**config.mk**
```make
export PLATFORM = sky130hd
export DESIGN_NAME = sbpfe_top
export DESIGN_NICKNAME = d
export VERILOG_FILES = /design/src/sbpfe_fifo.v /design/src/sbpfe_top.v
export VERILOG_INCLUDE_DIRS = /design/src /design/src/src
export SDC_FILE = /design/constraint.sdc
export NUM_CORES = 1
export LEC_CHECK = 0
export ABC_AREA = 1
export BUFFER_PORTS_ARGS = -buffer_cell sky130_fd_sc_hd__buf_2
export CAP_MARGIN = 20
export CORE_MARGIN = 2
export CORE_UTILIZATION = 62
export DETAILED_ROUTE_END_ITERATION = 10
export PLACE_DENSITY = 0.91
export SYNTH_ARGS = -nofsm -noshare
export SYNTH_HDL_FRONTEND = slang
export SYNTH_SLANG_ARGS = --single-unit
```
**constraint.sdc**
```tcl
create_clock -name sys_clk -period 8.1 [get_ports sys_clk]
set_input_delay 1.62 -clock sys_clk [delete_from_list [all_inputs] [get_ports sys_clk]]
set_output_delay 1.62 -clock sys_clk [all_outputs]
set_load 0.02 [all_outputs]
```
**src/sbpfe_regs.vh**
```
// Constants for the serial boot programming front end
// How it works
// - After reset, boot block sits high and its lowest 512 bytes mirror at zero.
// - Sum first eight flash words; run user code only if sum is zero.
// - Failed signature sends device into serial auto-baud synchronisation.
// - Frames are eight data bits, one stop bit, no parity.
// - Device times sync bit, loads baud divider, sends Synchronized CR LF.
// - Host echoes Synchronized line; device answers OK or resumes waiting.
// - Host sends frequency line; device answers OK and starts command handler.
// - Device runs on internal oscillator and ignores the frequency value.
// - Erase, write and go are rejected until unlock succeeds once.
// - Command lines end in CR and/or LF; extra terminators are dropped.
// - Device answers return-code line, response lines, data only for reads.
// - Binary payload is UU-encoded, three bytes to four characters.
// - UU line holds at most 61 characters and 45 payload bytes.
// - Checksum after twenty lines; receiver answers OK or RESEND.
// - DC3 halts incoming traffic, DC1 resumes; both ends honour it.
// - ESC abandons the current command and awaits a fresh line.
// - Low programming request pin at reset skips the signature check.
`ifndef SBPFE_REGS_VH
`define SBPFE_REGS_VH

`define SBPFE_BOOT_BASE 32'h1fff0000
`define SBPFE_BOOT_SIZE 32'h00004000
`define SBPFE_MIRROR_SIZE 32'h00000200
`define SBPFE_SIG_WORDS 4'h8
`define SBPFE_SIG_SLOT 3'h7
`define SBPFE_CH_SYNC 8'h3f
`define SBPFE_CH_CR 8'h0d
`define SBPFE_CH_LF 8'h0a
`define SBPFE_CH_ESC 8'h1b
`define SBPFE_CH_XON 8'h11
`define SBPFE_CH_XOFF 8'h13
`define SBPFE_CH_SPACE 8'h20
`define SBPFE_DATA_BITS 4'h8
`define SBPFE_UU_MAX_CHARS 7'h3d
`define SBPFE_UU_MAX_BYTES 6'h2d
`define SBPFE_UU_GROUP_LINES 5'h14
`define SBPFE_LINE_MAX 7'h40
`define SBPFE_FIFO_DEPTH 8
`define SBPFE_FIFO_HIGH 4'h6
`define SBPFE_FIFO_LOW 4'h2
`define SBPFE_DIV_MIN 16'h0004
`define SBPFE_STRAP_WAIT 2'h2

`endif

```
**src/sbpfe_fifo.v**
```verilog
// Receive character FIFO with valid/ready on both sides
`timescale 1ns/1ps
`default_nettype none
module sbpfe_fifo #(
   parameter WIDTH = 8,
   parameter DEPTH = 8,
   parameter AW = 3
) (
   // Clock and reset
   input wire sys_clk,
   input wire sys_rst,
   // Fill side
   input wire inValid,
   output wire inReady,
   input wire [WIDTH-1:0] inData,
   // Drain side
   output wire outValid,
   input wire outReady,
   output wire [WIDTH-1:0] outData,
   // Fill level
   output wire [AW:0] level
);
   reg [WIDTH-1:0] mem [0:DEPTH-1];
   reg [AW-1:0] wrPtr_reg;
   reg [AW-1:0] rdPtr_reg;
   reg [AW:0] count_reg;
   wire doWrite;
   wire doRead;

   assign inReady = (count_reg != DEPTH[AW:0]);
   assign outValid = (count_reg != {(AW+1){1'b0}});
   assign outData = mem[rdPtr_reg];
   assign level = count_reg;
   assign doWrite = inValid && inReady;
   assign doRead = outValid && outReady;

   always @(posedge sys_clk) begin
      if (doWrite) begin
         mem[wrPtr_reg] <= inData;
      end
   end

   always @(posedge sys_clk or posedge sys_rst) begin
      if (sys_rst) begin
         wrPtr_reg <= {AW{1'b0}};
         rdPtr_reg <= {AW{1'b0}};
         count_reg <= {(AW+1){1'b0}};
      end else begin
         if (doWrite) begin
            wrPtr_reg <= (wrPtr_reg == DEPTH[AW-1:0] - 1'b1) ? {AW{1'b0}} : wrPtr_reg + 1'b1;
         end
         if (doRead) begin
            rdPtr_reg <= (rdPtr_reg == DEPTH[AW-1:0] - 1'b1) ? {AW{1'b0}} : rdPtr_reg + 1'b1;
         end
         if (doWrite && !doRead) begin
            count_reg <= count_reg + 1'b1;
         end else if (doRead && !doWrite) begin
            count_reg <= count_reg - 1'b1;
         end
      end
   end
endmodule // sbpfe_fifo
`default_nettype wire

```
**src/sbpfe_top.v**
```verilog
// Serial boot programming front end: boot decision, auto-baud, line protocol
`timescale 1ns/1ps
`default_nettype none
`include "sbpfe_regs.vh"
module sbpfe_top #(
   parameter DIV_W = 16
) (
   // Clock and reset
   input wire sys_clk,
   input wire sys_rst,
   // Programming request pin, active low, async
   input wire progReqPin_n,
   // Flash vector fetch
   output reg flashRdEn,
   output reg [2:0] flashRdIdx,
   input wire [31:0] flashRdData,
   // Address remap and boot outcome
   output reg mirrorBootAtZero,
   output reg runUser,
   output reg inSession,
   // Serial pins
   input wire serialRx,
   output reg serialTx,
   // Command line to the handler
   output reg [7:0] lineChar,
   output reg lineCharValid,
   output reg lineEnd,
   output reg abortCmd,
   output reg cmdRejected,
   // Handler controls
   input wire cmdIsUnlock,
   input wire cmdIsGuarded,
   input wire unlockOk,
   // Handler transmit characters
   input wire [7:0] txChar,
   input wire txCharValid,
   output wire txCharReady,
   // Baud divider in use
   output reg [DIV_W-1:0] baudDiv
);
   // ---------------------------------------------
   // States
   // ---------------------------------------------
   localparam ST_SIG = 3'h0;
   localparam ST_WAITQ = 3'h1;
   localparam ST_SENDSYNC = 3'h2;
   localparam ST_CHKSYNC = 3'h3;
   localparam ST_SENDOK1 = 3'h4;
   localparam ST_FREQ = 3'h5;
   localparam ST_SENDOK2 = 3'h6;
   localparam ST_CMD = 3'h7;

   // Reply text, indexed from 0; Synchronized CR LF is 14 chars, OK CR LF 4
   function [7:0] syncText;
      input [3:0] i;
      begin
         case (i)
            4'h0: syncText = 8'h53;
            4'h1: syncText = 8'h79;
            4'h2: syncText = 8'h6e;
            4'h3: syncText = 8'h63;
            4'h4: syncText = 8'h68;
            4'h5: syncText = 8'h72;
            4'h6: syncText = 8'h6f;
            4'h7: syncText = 8'h6e;
            4'h8: syncText = 8'h69;
            4'h9: syncText = 8'h7a;
            4'ha: syncText = 8'h65;
            4'hb: syncText = 8'h64;
            4'hc: syncText = `SBPFE_CH_CR;
            default: syncText = `SBPFE_CH_LF;
         endcase
      end
   endfunction

   function [7:0] okText;
      input [1:0] i;
      begin
         case (i)
            2'h0: okText = 8'h4f;
            2'h1: okText = 8'h4b;
            2'h2: okText = `SBPFE_CH_CR;
            default: okText = `SBPFE_CH_LF;
         endcase
      end
   endfunction

   // ---------------------------------------------
   // Input synchronisers
   // ---------------------------------------------
   reg rxMeta_reg, rxSync_reg, reqMeta_reg, reqSync_reg;
   always @(posedge sys_clk or posedge sys_rst) begin
      if (sys_rst) begin
         rxMeta_reg <= 1'b1;
         rxSync_reg <= 1'b1;
         reqMeta_reg <= 1'b1;
         reqSync_reg <= 1'b1;
      end else begin
         rxMeta_reg <= serialRx;
         rxSync_reg <= rxMeta_reg;
         reqMeta_reg <= progReqPin_n;
         reqSync_reg <= reqMeta_reg;
      end
   end

   reg [2:0] state_reg;
   reg [3:0] sigCnt_reg;
   reg [31:0] sigSum_reg;
   reg strapTaken_reg;
   reg [1:0] strapWait_reg;
   reg unlocked_reg;
   reg xoffSeen_reg;
   reg xoffSent_reg;

   // ---------------------------------------------
   // Receiver with auto-baud
   // ---------------------------------------------
   // Sync '?' starts with one low bit (start) then LSB 1: start bit width is one bit
   reg rxBusy_reg, rxMeas_reg, rxPrev_reg;
   reg [DIV_W-1:0] rxCnt_reg;
   reg [3:0] rxBit_reg;
   reg [7:0] rxShift_reg;
   reg rxStrobe;
   wire autoBaud = (state_reg == ST_WAITQ);
   always @(posedge sys_clk or posedge sys_rst) begin
      if (sys_rst) begin
         rxBusy_reg <= 1'b0;
         rxMeas_reg <= 1'b0;
         rxPrev_reg <= 1'b1;
         rxCnt_reg <= {DIV_W{1'b0}};
         rxBit_reg <= 4'h0;
         rxShift_reg <= 8'h00;
         rxStrobe <= 1'b0;
         baudDiv <= `SBPFE_DIV_MIN;
      end else begin
         rxPrev_reg <= rxSync_reg;
         rxStrobe <= 1'b0;
         if (autoBaud && !rxMeas_reg && !rxBusy_reg) begin
            if (rxPrev_reg && !rxSync_reg) begin
               rxMeas_reg <= 1'b1;
               rxCnt_reg <= {DIV_W{1'b0}};
            end
         end else if (rxMeas_reg) begin
            rxCnt_reg <= rxCnt_reg + 1'b1;
            if (rxSync_reg) begin
               rxMeas_reg <= 1'b0;
               // Low time is the count plus the detecting cycle
               baudDiv <= (rxCnt_reg < `SBPFE_DIV_MIN) ? `SBPFE_DIV_MIN : rxCnt_reg + 1'b1;
               rxBusy_reg <= 1'b1;
               rxBit_reg <= 4'h1;
               rxShift_reg <= 8'h00;
               // Half a bit in hand so data is sampled mid-bit
               rxCnt_reg <= {1'b0, rxCnt_reg[DIV_W-1:1]};
            end
         end else if (!rxBusy_reg) begin
            if (rxPrev_reg && !rxSync_reg) begin
               rxBusy_reg <= 1'b1;
               rxBit_reg <= 4'h0;
               rxCnt_reg <= {1'b0, baudDiv[DIV_W-1:1]};
            end
         end else if (rxCnt_reg == baudDiv - 1'b1) begin
            rxCnt_reg <= {DIV_W{1'b0}};
            if (rxBit_reg == `SBPFE_DATA_BITS + 4'h1) begin
               rxBusy_reg <= 1'b0;
               rxStrobe <= rxSync_reg;
            end else begin
               if (rxBit_reg != 4'h0) begin
                  rxShift_reg <= {rxSync_reg, rxShift_reg[7:1]};
               end
               rxBit_reg <= rxBit_reg + 4'h1;
            end
         end else begin
            rxCnt_reg <= rxCnt_reg + 1'b1;
         end
      end
   end

   // ---------------------------------------------
   // Receive FIFO and XON/XOFF toward host
   // ---------------------------------------------
   wire fifoInReady, fifoOutValid;
   wire [7:0] fifoOut;
   wire [3:0] fifoLevel;
   reg fifoPop;
   wire isFlow = (rxShift_reg == `SBPFE_CH_XON) || (rxShift_reg == `SBPFE_CH_XOFF);
   // Only draining states fill; a stale sync char would spoil the echo check
   wire rxKeep = (state_reg == ST_CHKSYNC) || (state_reg == ST_FREQ) || (state_reg == ST_CMD);
   sbpfe_fifo #(.WIDTH(8), .DEPTH(`SBPFE_FIFO_DEPTH), .AW(3)) rxFifo (
      .sys_clk(sys_clk),
      .sys_rst(sys_rst),
      .inValid(rxStrobe && !isFlow && rxKeep),
      .inReady(fifoInReady),
      .inData(rxShift_reg),
      .outValid(fifoOutValid),
      .outReady(fifoPop),
      .outData(fifoOut),
      .level(fifoLevel)
   );

   // ---------------------------------------------
   // Transmitter
   // ---------------------------------------------
   reg txBusy_reg;
   reg [3:0] txBit_reg;
   reg [DIV_W-1:0] txCnt_reg;
   reg [8:0] txShift_reg;
   reg [7:0] txLoad;
   reg txGo;
   reg flowPend_reg;
   reg flowChar_reg;
   wire txFree = !txBusy_reg && !xoffSeen_reg;
   always @(posedge sys_clk or posedge sys_rst) begin
      if (sys_rst) begin
         txBusy_reg <= 1'b0;
         txBit_reg <= 4'h0;
         txCnt_reg <= {DIV_W{1'b0}};
         txShift_reg <= 9'h1ff;
         serialTx <= 1'b1;
      end else if (!txBusy_reg) begin
         if (txGo) begin
            txBusy_reg <= 1'b1;
            txShift_reg <= {1'b1, txLoad};
            serialTx <= 1'b0;
            txBit_reg <= 4'h0;
            txCnt_reg <= {DIV_W{1'b0}};
         end
      end else if (txCnt_reg == baudDiv - 1'b1) begin
         txCnt_reg <= {DIV_W{1'b0}};
         if (txBit_reg == `SBPFE_DATA_BITS + 4'h1) begin
            txBusy_reg <= 1'b0;
         end else begin
            serialTx <= txShift_reg[0];
            txShift_reg <= {1'b1, txShift_reg[8:1]};
            txBit_reg <= txBit_reg + 4'h1;
         end
      end else begin
         txCnt_reg <= txCnt_reg + 1'b1;
      end
   end

   // ---------------------------------------------
   // Session sequencer
   // ---------------------------------------------
   reg [3:0] txIdx_reg;
   reg [3:0] chkIdx_reg;
   reg chkBad_reg;
   reg lastTerm_reg;
   wire [7:0] ch = fifoOut;
   wire isTerm = (ch == `SBPFE_CH_CR) || (ch == `SBPFE_CH_LF);
   assign txCharReady = (state_reg == ST_CMD) && txFree && !flowPend_reg;

   always @* begin
      txGo = 1'b0;
      txLoad = 8'h00;
      if (txFree || (!txBusy_reg && flowPend_reg)) begin
         if (flowPend_reg) begin
            txGo = 1'b1;
            txLoad = flowChar_reg ? `SBPFE_CH_XOFF : `SBPFE_CH_XON;
         end else if (state_reg == ST_SENDSYNC) begin
            txGo = 1'b1;
            txLoad = syncText(txIdx_reg);
         end else if (state_reg == ST_SENDOK1 || state_reg == ST_SENDOK2) begin
            txGo = 1'b1;
            txLoad = okText(txIdx_reg[1:0]);
         end else if (state_reg == ST_CMD && txCharValid) begin
            txGo = 1'b1;
            txLoad = txChar;
         end
      end
   end

   always @* begin
      fifoPop = fifoOutValid && (state_reg == ST_CHKSYNC || state_reg == ST_FREQ
                                 || state_reg == ST_CMD);
   end

   always @(posedge sys_clk or posedge sys_rst) begin
      if (sys_rst) begin
         state_reg <= ST_SIG;
         sigCnt_reg <= 4'h0;
         sigSum_reg <= 32'h00000000;
         strapTaken_reg <= 1'b0;
         strapWait_reg <= 2'h0;
         unlocked_reg <= 1'b0;
         xoffSeen_reg <= 1'b0;
         xoffSent_reg <= 1'b0;
         flowPend_reg <= 1'b0;
         flowChar_reg <= 1'b0;
         txIdx_reg <= 4'h0;
         chkIdx_reg <= 4'h0;
         chkBad_reg <= 1'b0;
         lastTerm_reg <= 1'b1;
         flashRdEn <= 1'b0;
         flashRdIdx <= 3'h0;
         mirrorBootAtZero <= 1'b1;
         runUser <= 1'b0;
         inSession <= 1'b0;
         lineChar <= 8'h00;
         lineCharValid <= 1'b0;
         lineEnd <= 1'b0;
         abortCmd <= 1'b0;
         cmdRejected <= 1'b0;
      end else begin
         lineCharValid <= 1'b0;
         lineEnd <= 1'b0;
         abortCmd <= 1'b0;
         cmdRejected <= 1'b0;
         if (rxStrobe && rxShift_reg == `SBPFE_CH_XOFF) begin
            xoffSeen_reg <= 1'b1;
         end else if (rxStrobe && rxShift_reg == `SBPFE_CH_XON) begin
            xoffSeen_reg <= 1'b0;
         end
         if (!xoffSent_reg && fifoLevel >= `SBPFE_FIFO_HIGH) begin
            xoffSent_reg <= 1'b1;
            flowPend_reg <= 1'b1;
            flowChar_reg <= 1'b1;
         end else if (xoffSent_reg && fifoLevel <= `SBPFE_FIFO_LOW) begin
            xoffSent_reg <= 1'b0;
            flowPend_reg <= 1'b1;
            flowChar_reg <= 1'b0;
         end else if (txGo && flowPend_reg) begin
            flowPend_reg <= 1'b0;
         end
         case (state_reg)
            ST_SIG: begin
               mirrorBootAtZero <= 1'b1;
               if (!strapTaken_reg && strapWait_reg != `SBPFE_STRAP_WAIT) begin
                  // Pin is read only once both synchroniser stages hold it
                  strapWait_reg <= strapWait_reg + 2'h1;
               end else if (!strapTaken_reg) begin
                  strapTaken_reg <= 1'b1;
                  if (!reqSync_reg) begin
                     state_reg <= ST_WAITQ;
                     inSession <= 1'b1;
                  end else begin
                     flashRdEn <= 1'b1;
                     flashRdIdx <= 3'h0;
                  end
               end else if (flashRdEn) begin
                  sigSum_reg <= sigSum_reg + flashRdData;
                  sigCnt_reg <= sigCnt_reg + 4'h1;
                  if (sigCnt_reg == `SBPFE_SIG_WORDS - 4'h1) begin
                     flashRdEn <= 1'b0;
                  end else begin
                     flashRdIdx <= flashRdIdx + 3'h1;
                  end
               end else if (sigSum_reg == 32'h00000000) begin
                  runUser <= 1'b1;
                  mirrorBootAtZero <= 1'b0;
               end else begin
                  state_reg <= ST_WAITQ;
                  inSession <= 1'b1;
               end
            end
            ST_WAITQ: begin
               txIdx_reg <= 4'h0;
               if (rxStrobe && rxShift_reg == `SBPFE_CH_SYNC) begin
                  state_reg <= ST_SENDSYNC;
               end
            end
            ST_SENDSYNC: begin
               if (txGo && !flowPend_reg) begin
                  txIdx_reg <= txIdx_reg + 4'h1;
                  if (txIdx_reg == 4'hd) begin
                     state_reg <= ST_CHKSYNC;
                     chkIdx_reg <= 4'h0;
                     chkBad_reg <= 1'b0;
                  end
               end
            end
            ST_CHKSYNC: begin
               if (fifoOutValid) begin
                  if (ch != syncText(chkIdx_reg)) begin
                     chkBad_reg <= 1'b1;
                  end
                  chkIdx_reg <= chkIdx_reg + 4'h1;
                  if (chkIdx_reg == 4'hd) begin
                     txIdx_reg <= 4'h0;
                     state_reg <= (chkBad_reg || ch != `SBPFE_CH_LF) ? ST_WAITQ : ST_SENDOK1;
                  end
               end
            end
            ST_SENDOK1, ST_SENDOK2: begin
               if (txGo && !flowPend_reg) begin
                  txIdx_reg <= txIdx_reg + 4'h1;
                  if (txIdx_reg == 4'h3) begin
                     txIdx_reg <= 4'h0;
                     lastTerm_reg <= 1'b1;
                     unlocked_reg <= 1'b0;
                     state_reg <= (state_reg == ST_SENDOK1) ? ST_FREQ : ST_CMD;
                  end
               end
            end
            ST_FREQ: begin
               if (fifoOutValid && ch == `SBPFE_CH_LF) begin
                  state_reg <= ST_SENDOK2;
               end
            end
            ST_CMD: begin
               if (cmdIsUnlock && unlockOk) begin
                  unlocked_reg <= 1'b1;
               end
               if (fifoOutValid) begin
                  if (ch == `SBPFE_CH_ESC) begin
                     abortCmd <= 1'b1;
                     lastTerm_reg <= 1'b1;
                  end else if (isTerm) begin
                     if (!lastTerm_reg) begin
                        lineEnd <= 1'b1;
                        cmdRejected <= cmdIsGuarded && !unlocked_reg;
                     end
                     lastTerm_reg <= 1'b1;
                  end else begin
                     lineChar <= ch;
                     lineCharValid <= 1'b1;
                     lastTerm_reg <= 1'b0;
                  end
               end
            end
            default: state_reg <= ST_SIG;
         endcase
      end
   end
endmodule // sbpfe_top
`default_nettype wire
```
After elaboration in Yosys (flattened, before gate mapping). Memory sizes are Yosys's and may differ from the RTL's. Cells that the tools add are included.

Flip-flop bits (word level): 168. Bits in latches: 0. Bits in writable memories: 64. Bits in read-only memories: 224. Input port bits: 48. Output and inout port bits: 37. Word-level logic and storage cells: 365. Memories kept: 3.

Memory list: (no name shown) (depth 16, width 7, read ports 1, clocked after memory_dff 0, wr ports 0, line sbpfe_top.v:57) `case (i)`; (no name shown) (depth 16, width 7, read ports 1, clocked after memory_dff 0, wr ports 0, line sbpfe_top.v:57); rxFifo.mem (depth 8, width 8, read ports 1, clocked after memory_dff 0, wr ports 1, line sbpfe_fifo.v:23) `reg [WIDTH-1:0] mem [0:DEPTH-1];`.

$add $sub $neg: 15. $mul: 0. Div/mod/pow operators: 0. Magnitude comparators: 3. Equality and inequality tests: 56. Shift-type cells: 0. Mux-type cells: 155. Bitwise logic cells: 5. Reduce and logical (&&, ||, !) cells: 85.

Operators by type and width (number): 16-bit 2-to-1 mux (11); 8-bit 2-to-1 mux (13); 4-bit 2-to-1 mux (20); 1-bit 2-to-1 mux (78); 3-bit 2-to-1 mux (20); 9-bit 2-to-1 mux (4); 16-bit by 1-bit adder with 16-bit output (second input constant) (2); 32-bit adder (1); 16-bit equality test (2); 32-bit zero test (1); 5-bit AND reduction (6); 1-bit logical AND (26); 2-bit inequality test (second input constant) (13); 4-bit by 1-bit adder with 4-bit output (second input constant) (6); 8-bit by 5-bit equality test with 1-bit output (second input constant) (3); 7-bit case mux with 3 select lines (1); 2-bit by 1-bit inequality test with 1-bit output (second input constant) (10); 4-bit AND reduction (5); 2-bit nonzero test (10); 3-bit equality test (second input constant) (6); 3-bit case mux with 6 select lines (1); 4-bit equality test (second input constant) (4); 8-bit by 4-bit equality test with 1-bit output (second input constant) (2); 16-bit by 3-bit < comparator with 1-bit output (second input constant) (1); other kinds (35) (73).

Logic depth before layout (Yosys ltp).
Word-level depth: 11. Gate-level depth with buffers: 18. Gate-level depth less buffers: 18.

By module. From an unflattened synthesis, not the netlist that was laid out.

Cells, all modules: 1800. Area total of the unflattened synthesis: 14171.1 sq um.

Modules (own cells, without submodules): sbpfe_top (times used 1, cells an instance 1498, area each 10900.5 sq um, sequential area each 3950.0 sq um); sbpfe_fifo (times used 1, cells an instance 302, area each 3270.6 sq um, sequential area each 2172.1 sq um).

Worst setup path before layout. No wires, ideal clock.

Path type: input port to flip-flop. From: input port flashRdData[0]. To: register sigSum_reg[30]. Setup time: 0.118 ns. Data arrival time: 3.391 ns. Required time: 7.982 ns. Setup slack: 4.591 ns. Stages: 14. Path buffers: 0. Cell sequence: ha_1 > inv_1 > fa_1 > inv_1 > nand2_1 > o21ai_0 > nand2_1 > nand2_1 > nand3_1 > nand3_1 > a21oi_1 > or2_2 > nand3_1 > nand2_1.

Longest elaborated chain between the ends: 1.

RTL lines: start: declaration (line sbpfe_top.v:16) `input wire [31:0] flashRdData,`; 32-bit adder (line sbpfe_top.v:340) `sigSum_reg <= sigSum_reg + flashRdData;`; end signal: assignment (line sbpfe_top.v:340); end: declaration (line sbpfe_top.v:108) `reg [31:0] sigSum_reg;`.

Every way passes these cells. A chain may end at the register's enable or synchronous reset.

Worst setup path in the final report.
From: register txBusy_reg. To: output port txCharReady.

Longest elaborated chain between the ends: 4.

RTL lines: start: declaration (line sbpfe_top.v:203) `reg txBusy_reg;`; start signal: assignment (line sbpfe_top.v:214) `txBusy_reg <= 1'b0;`; start signal: assignment (line sbpfe_top.v:221) `txBusy_reg <= 1'b1;`; start signal: assignment (line sbpfe_top.v:230) `txBusy_reg <= 1'b0;`; 1-bit zero test (line sbpfe_top.v:211) `wire txFree = !txBusy_reg && !xoffSeen_reg;`; 1-bit logical AND (line sbpfe_top.v:211); 1-bit logical AND (2 in series) (line sbpfe_top.v:250) `assign txCharReady = (state_reg == ST_CMD) && txFree && !flowPend_reg;`; end: declaration (line sbpfe_top.v:37) `output wire txCharReady,`.

Every way passes these cells.

==> summary.txt <==
Critical path
  • CP Max Fanout: 15
  • CP max stage delay: a little over 600 ps
  • Critical Path Source: txBusy_reg$_DFF_PP0_
  • RR Startpoint: rxMeas_reg$_DFFE_PP0P_
  • CP arrival: ~2100 ps
  • R2R cell count: 8
  • Slowest cell on the critical path: dfrtp_1
  • CP dominant cell by count: nor2_1
  • Cell chain of the critical path: nor2_1 > inv_1 > nor2_1 > inv_1 > nor2_1 > buf_2
  • WS Path Type: register to output port
  • Setup crit end kind: output port
  • Worst r2r dst: rxCnt_reg[5]$_DFFE_PP0P_
  • Worst reg-to-reg setup slack: 4550 ps
  • Crit start category: register
  • CP endpoint: txCharReady
  • Worst EP required: roughly 6500 ps

Cells and area
  • Nets: just over 2000
  • Most frequent cells in the layout: nand2_1, nor2_1, inv_1
  • Layout Cells excl Fill: 2284
  • Area growth from synthesis to layout: 10.8%
  • Post-route cell area: ~16000 µm²
  • Multi-input combinational cell area: ~7400 µm²
  • Register area: about 6100 µm²
  • Most common cell after layout, fill and taps aside: nand2_1
  • Layout cells sized above 1: 0.113
  • Final core occ: 0.703
  • Filler cells: 1751
  • Max reg flops: between 60 and 70

Timing
  • Max Fclk: about 270 MHz
  • Final worst-path cycle share: 0.460
  • Worst hold slack: 361 ps
  • Hold Vio Cnt, Final: 0
  • RSZ-0062 raised after global routing: false
  • Setup TNS: 0 ps
  • Skew final: about 7.7 ps
  • Final min period: ~3700 ps
  • Rel. slew slack: 0.209
  • Slew Viols, Final: 0
  • Final WS setup: roughly 4400 ps
  • Final setup fails: 0
  • Worst-Margin Slew: roughly 1200 ps

Place
  • Pre-CTS setup slack: 4200 ps
  • Placement Cell Area: ~15000 µm²
  • RD Place Congestion: 0.992
  • Placed insts: around 2200
  • DP HPWL: roughly 27000 µm
  • I/O Buffers: 84

Clock network
  • CTS Sinks: 231
  • Root Buffer Master: clkbuf_16
  • Total CTS buffers: 26
  • Clock-pin slew on the worst setup and hold paths: about 60 ps
  • CTS tree: yes
  • CTS H-tree depth: 1
  • Longest Clk Path Bufs: 3
  • Clk_lat worst skew: around 530 ps
  • Post-CTS Setup Bufs: 0
  • CTS Hold Bufs: 0
  • Post-CTS sizing: 0

Routing
  • DRC: 0
  • M1 WL: about 16000 µm
  • Wirelength, routed: around 38000 µm
  • DR vias/cell: around 6
  • Wirelength per Cell: approximately 17 µm
  • Vias: approximately 14000
  • WL met3: ~2900 µm
  • Top Layer Used: met5
  • Post-route ant nets: 0
  • Routed length on met2: between 15000 and 20000 µm
  • DR iter-0 viols: 1265
  • DR pass1 iterations: 8

Power and ir drop
  • Power Internal: around 3.1 mW
  • Switching Fraction: 0.446
  • Reg power frac: 0.333
  • Logic pwr share: 0.446
  • Total power: 5.57 mW
  • Clock share of power: 0.221
  • VDD IR-drop max: between 150 and 200 µV
  • P_sw: about 2.5 mW
  • LEAKAGE: 7.61 nW
  • Cell Pwr Density: 347 nW/µm²

Synth
  • Ys async rst share: 0.723
  • Syn Area/Cell: 7.72 µm²
  • Yosys cell types: ~60
  • Number of synthesized flops with an enable pin: 64
  • Synth Net Count: just under 2000
  • Yosys warns: 0
  • Synthesized area: about 14000 µm²
  • Synthesized instance count: between 1500 and 2000
  • Ys flop type: dfrtp_1
  • Sequential share of the synthesized area: 0.423
  • Flop and latch count out of synthesis: between 200 and 250

Floorplan
  • Num ports: 85
  • Core Area: around 23000 µm²
  • Die Wd: 157 µm
  • Row count: 55
  • Die area: roughly 25000 µm²
  • Die Height: about 160 µm
  • Starting Density: 0.635

Min path
  • Worst Hold Class: register to register
  • Hold_sp: reqMeta_reg$_DFF_PP1_

Global route
  • GRT overflow: 0
  • Largest net degree at the start of global routing: 83
  • Vias in the first global route: between 10000 and 15000
  • Initial antenna violation count: 2
  • First-pass GRT wire length: 63100 µm
  • Gr usage total: 0.314

Outcome
  • Status: finished clean

Job
  • Total of max-cap violations: 0
layout make-up:
type,count,share of cell area
Multi-Input combinational cell,1399,0.461
Sequential cell,231,0.382
Inverter,203,0.0479
Clock buffer,32,0.0440
Timing Repair Buffer,89,0.0286
Tap cell,313,0.0244
Clock inverter,16,0.0119
Antenna cell,1,0.000156
routing by layer:
layer	up-vias	track usage
li1	6419	-
met1	6427	0.412
met2	661	0.530
met3	128	0.0399
met4	2	0.123
met5	-	0
cell families (layout without fill, tap and decap cells):
logic type / after synthesis / in the layout / synth area share
multiplexers: 1 / 1 / 0.000778
flip-flops: 231 / 231 / 0.423
XOR/XNOR: 67 / 67 / 0.0426
buffers and inverters: 244 / 340 / 0.0666
adder cells (fa/ha/maj): 62 / 62 / 0.0547
AND/OR/NAND/NOR: 946 / 946 / 0.289
AO/OA/AOI/OAI: 323 / 323 / 0.123
other: 0 / 1 / 0
worst max-delay path, delay by kind of cell (launching register included):
family / cells / cell delay (ps)
AND/OR/NAND/NOR: 3 / 530
flip-flops: 1 / 610
buffers and inverters: 3 / 420
worst min-delay path by stage:
| stage | to | slack (ps) | cells after the start |
|---|---|---|---|
| floorplan | reqSync_reg$_DFF_PP1_ | 350 | 0 |
| global placement | reqSync_reg$_DFF_PP1_ | 350 | 0 |
| detailed placement | reqSync_reg$_DFF_PP1_ | 360 | 0 |
| CTS | reqSync_reg$_DFF_PP1_ | 360 | 0 |
| global route | reqSync_reg$_DFF_PP1_ | 370 | 0 |
| finish | reqSync_reg$_DFF_PP1_ | 360 | 0 |
power groups by stage:
stage	clock network [mW]	registers, mW	logic (mW)
after floorplan	0	1.78	1.83
after global placement	0	1.84	2.33
after detailed placement	0	1.86	2.41
after CTS	1.24	1.84	2.44
after global routing	1.29	1.89	2.79
final	1.23	1.85	2.48
synth_stat cells (all sizes together) (2+ instances only):
cell type | number | share of area
xor2 | 52 | 0.034
nor3 | 36 | 0.014
a221oi | 10 | 0.0061
a31oi | 5 | 0.0022
o22ai | 27 | 0.012
and2 | 3 | 0.0013
a22o | 2 | 0.0012
clkbuf | 26 | 0.0068
nand2 | 470 | 0.13
buf | 15 | 0.0071
nand3 | 150 | 0.056
dfrtp | 150 | 0.26
or2 | 19 | 0.0082
nand3b | 4 | 0.0021
nand4 | 26 | 0.012
o221ai | 3 | 0.0018
xnor2 | 15 | 0.0091
fa | 2 | 0.0028
nor4 | 18 | 0.0078
o2111ai | 2 | 0.0012
a21oi | 71 | 0.025
dfstp | 17 | 0.031
inv | 202 | 0.052
a21o | 4 | 0.0021
nor2 | 216 | 0.061
ha | 60 | 0.052
edfxtp | 64 | 0.13
o21ai | 184 | 0.064
a32o | 2 | 0.0014
o211ai | 4 | 0.0021
nor3b | 2 | 0.0010
o21bai | 4 | 0.0021
No activity file was read; power rests on OpenSTA's default activity.
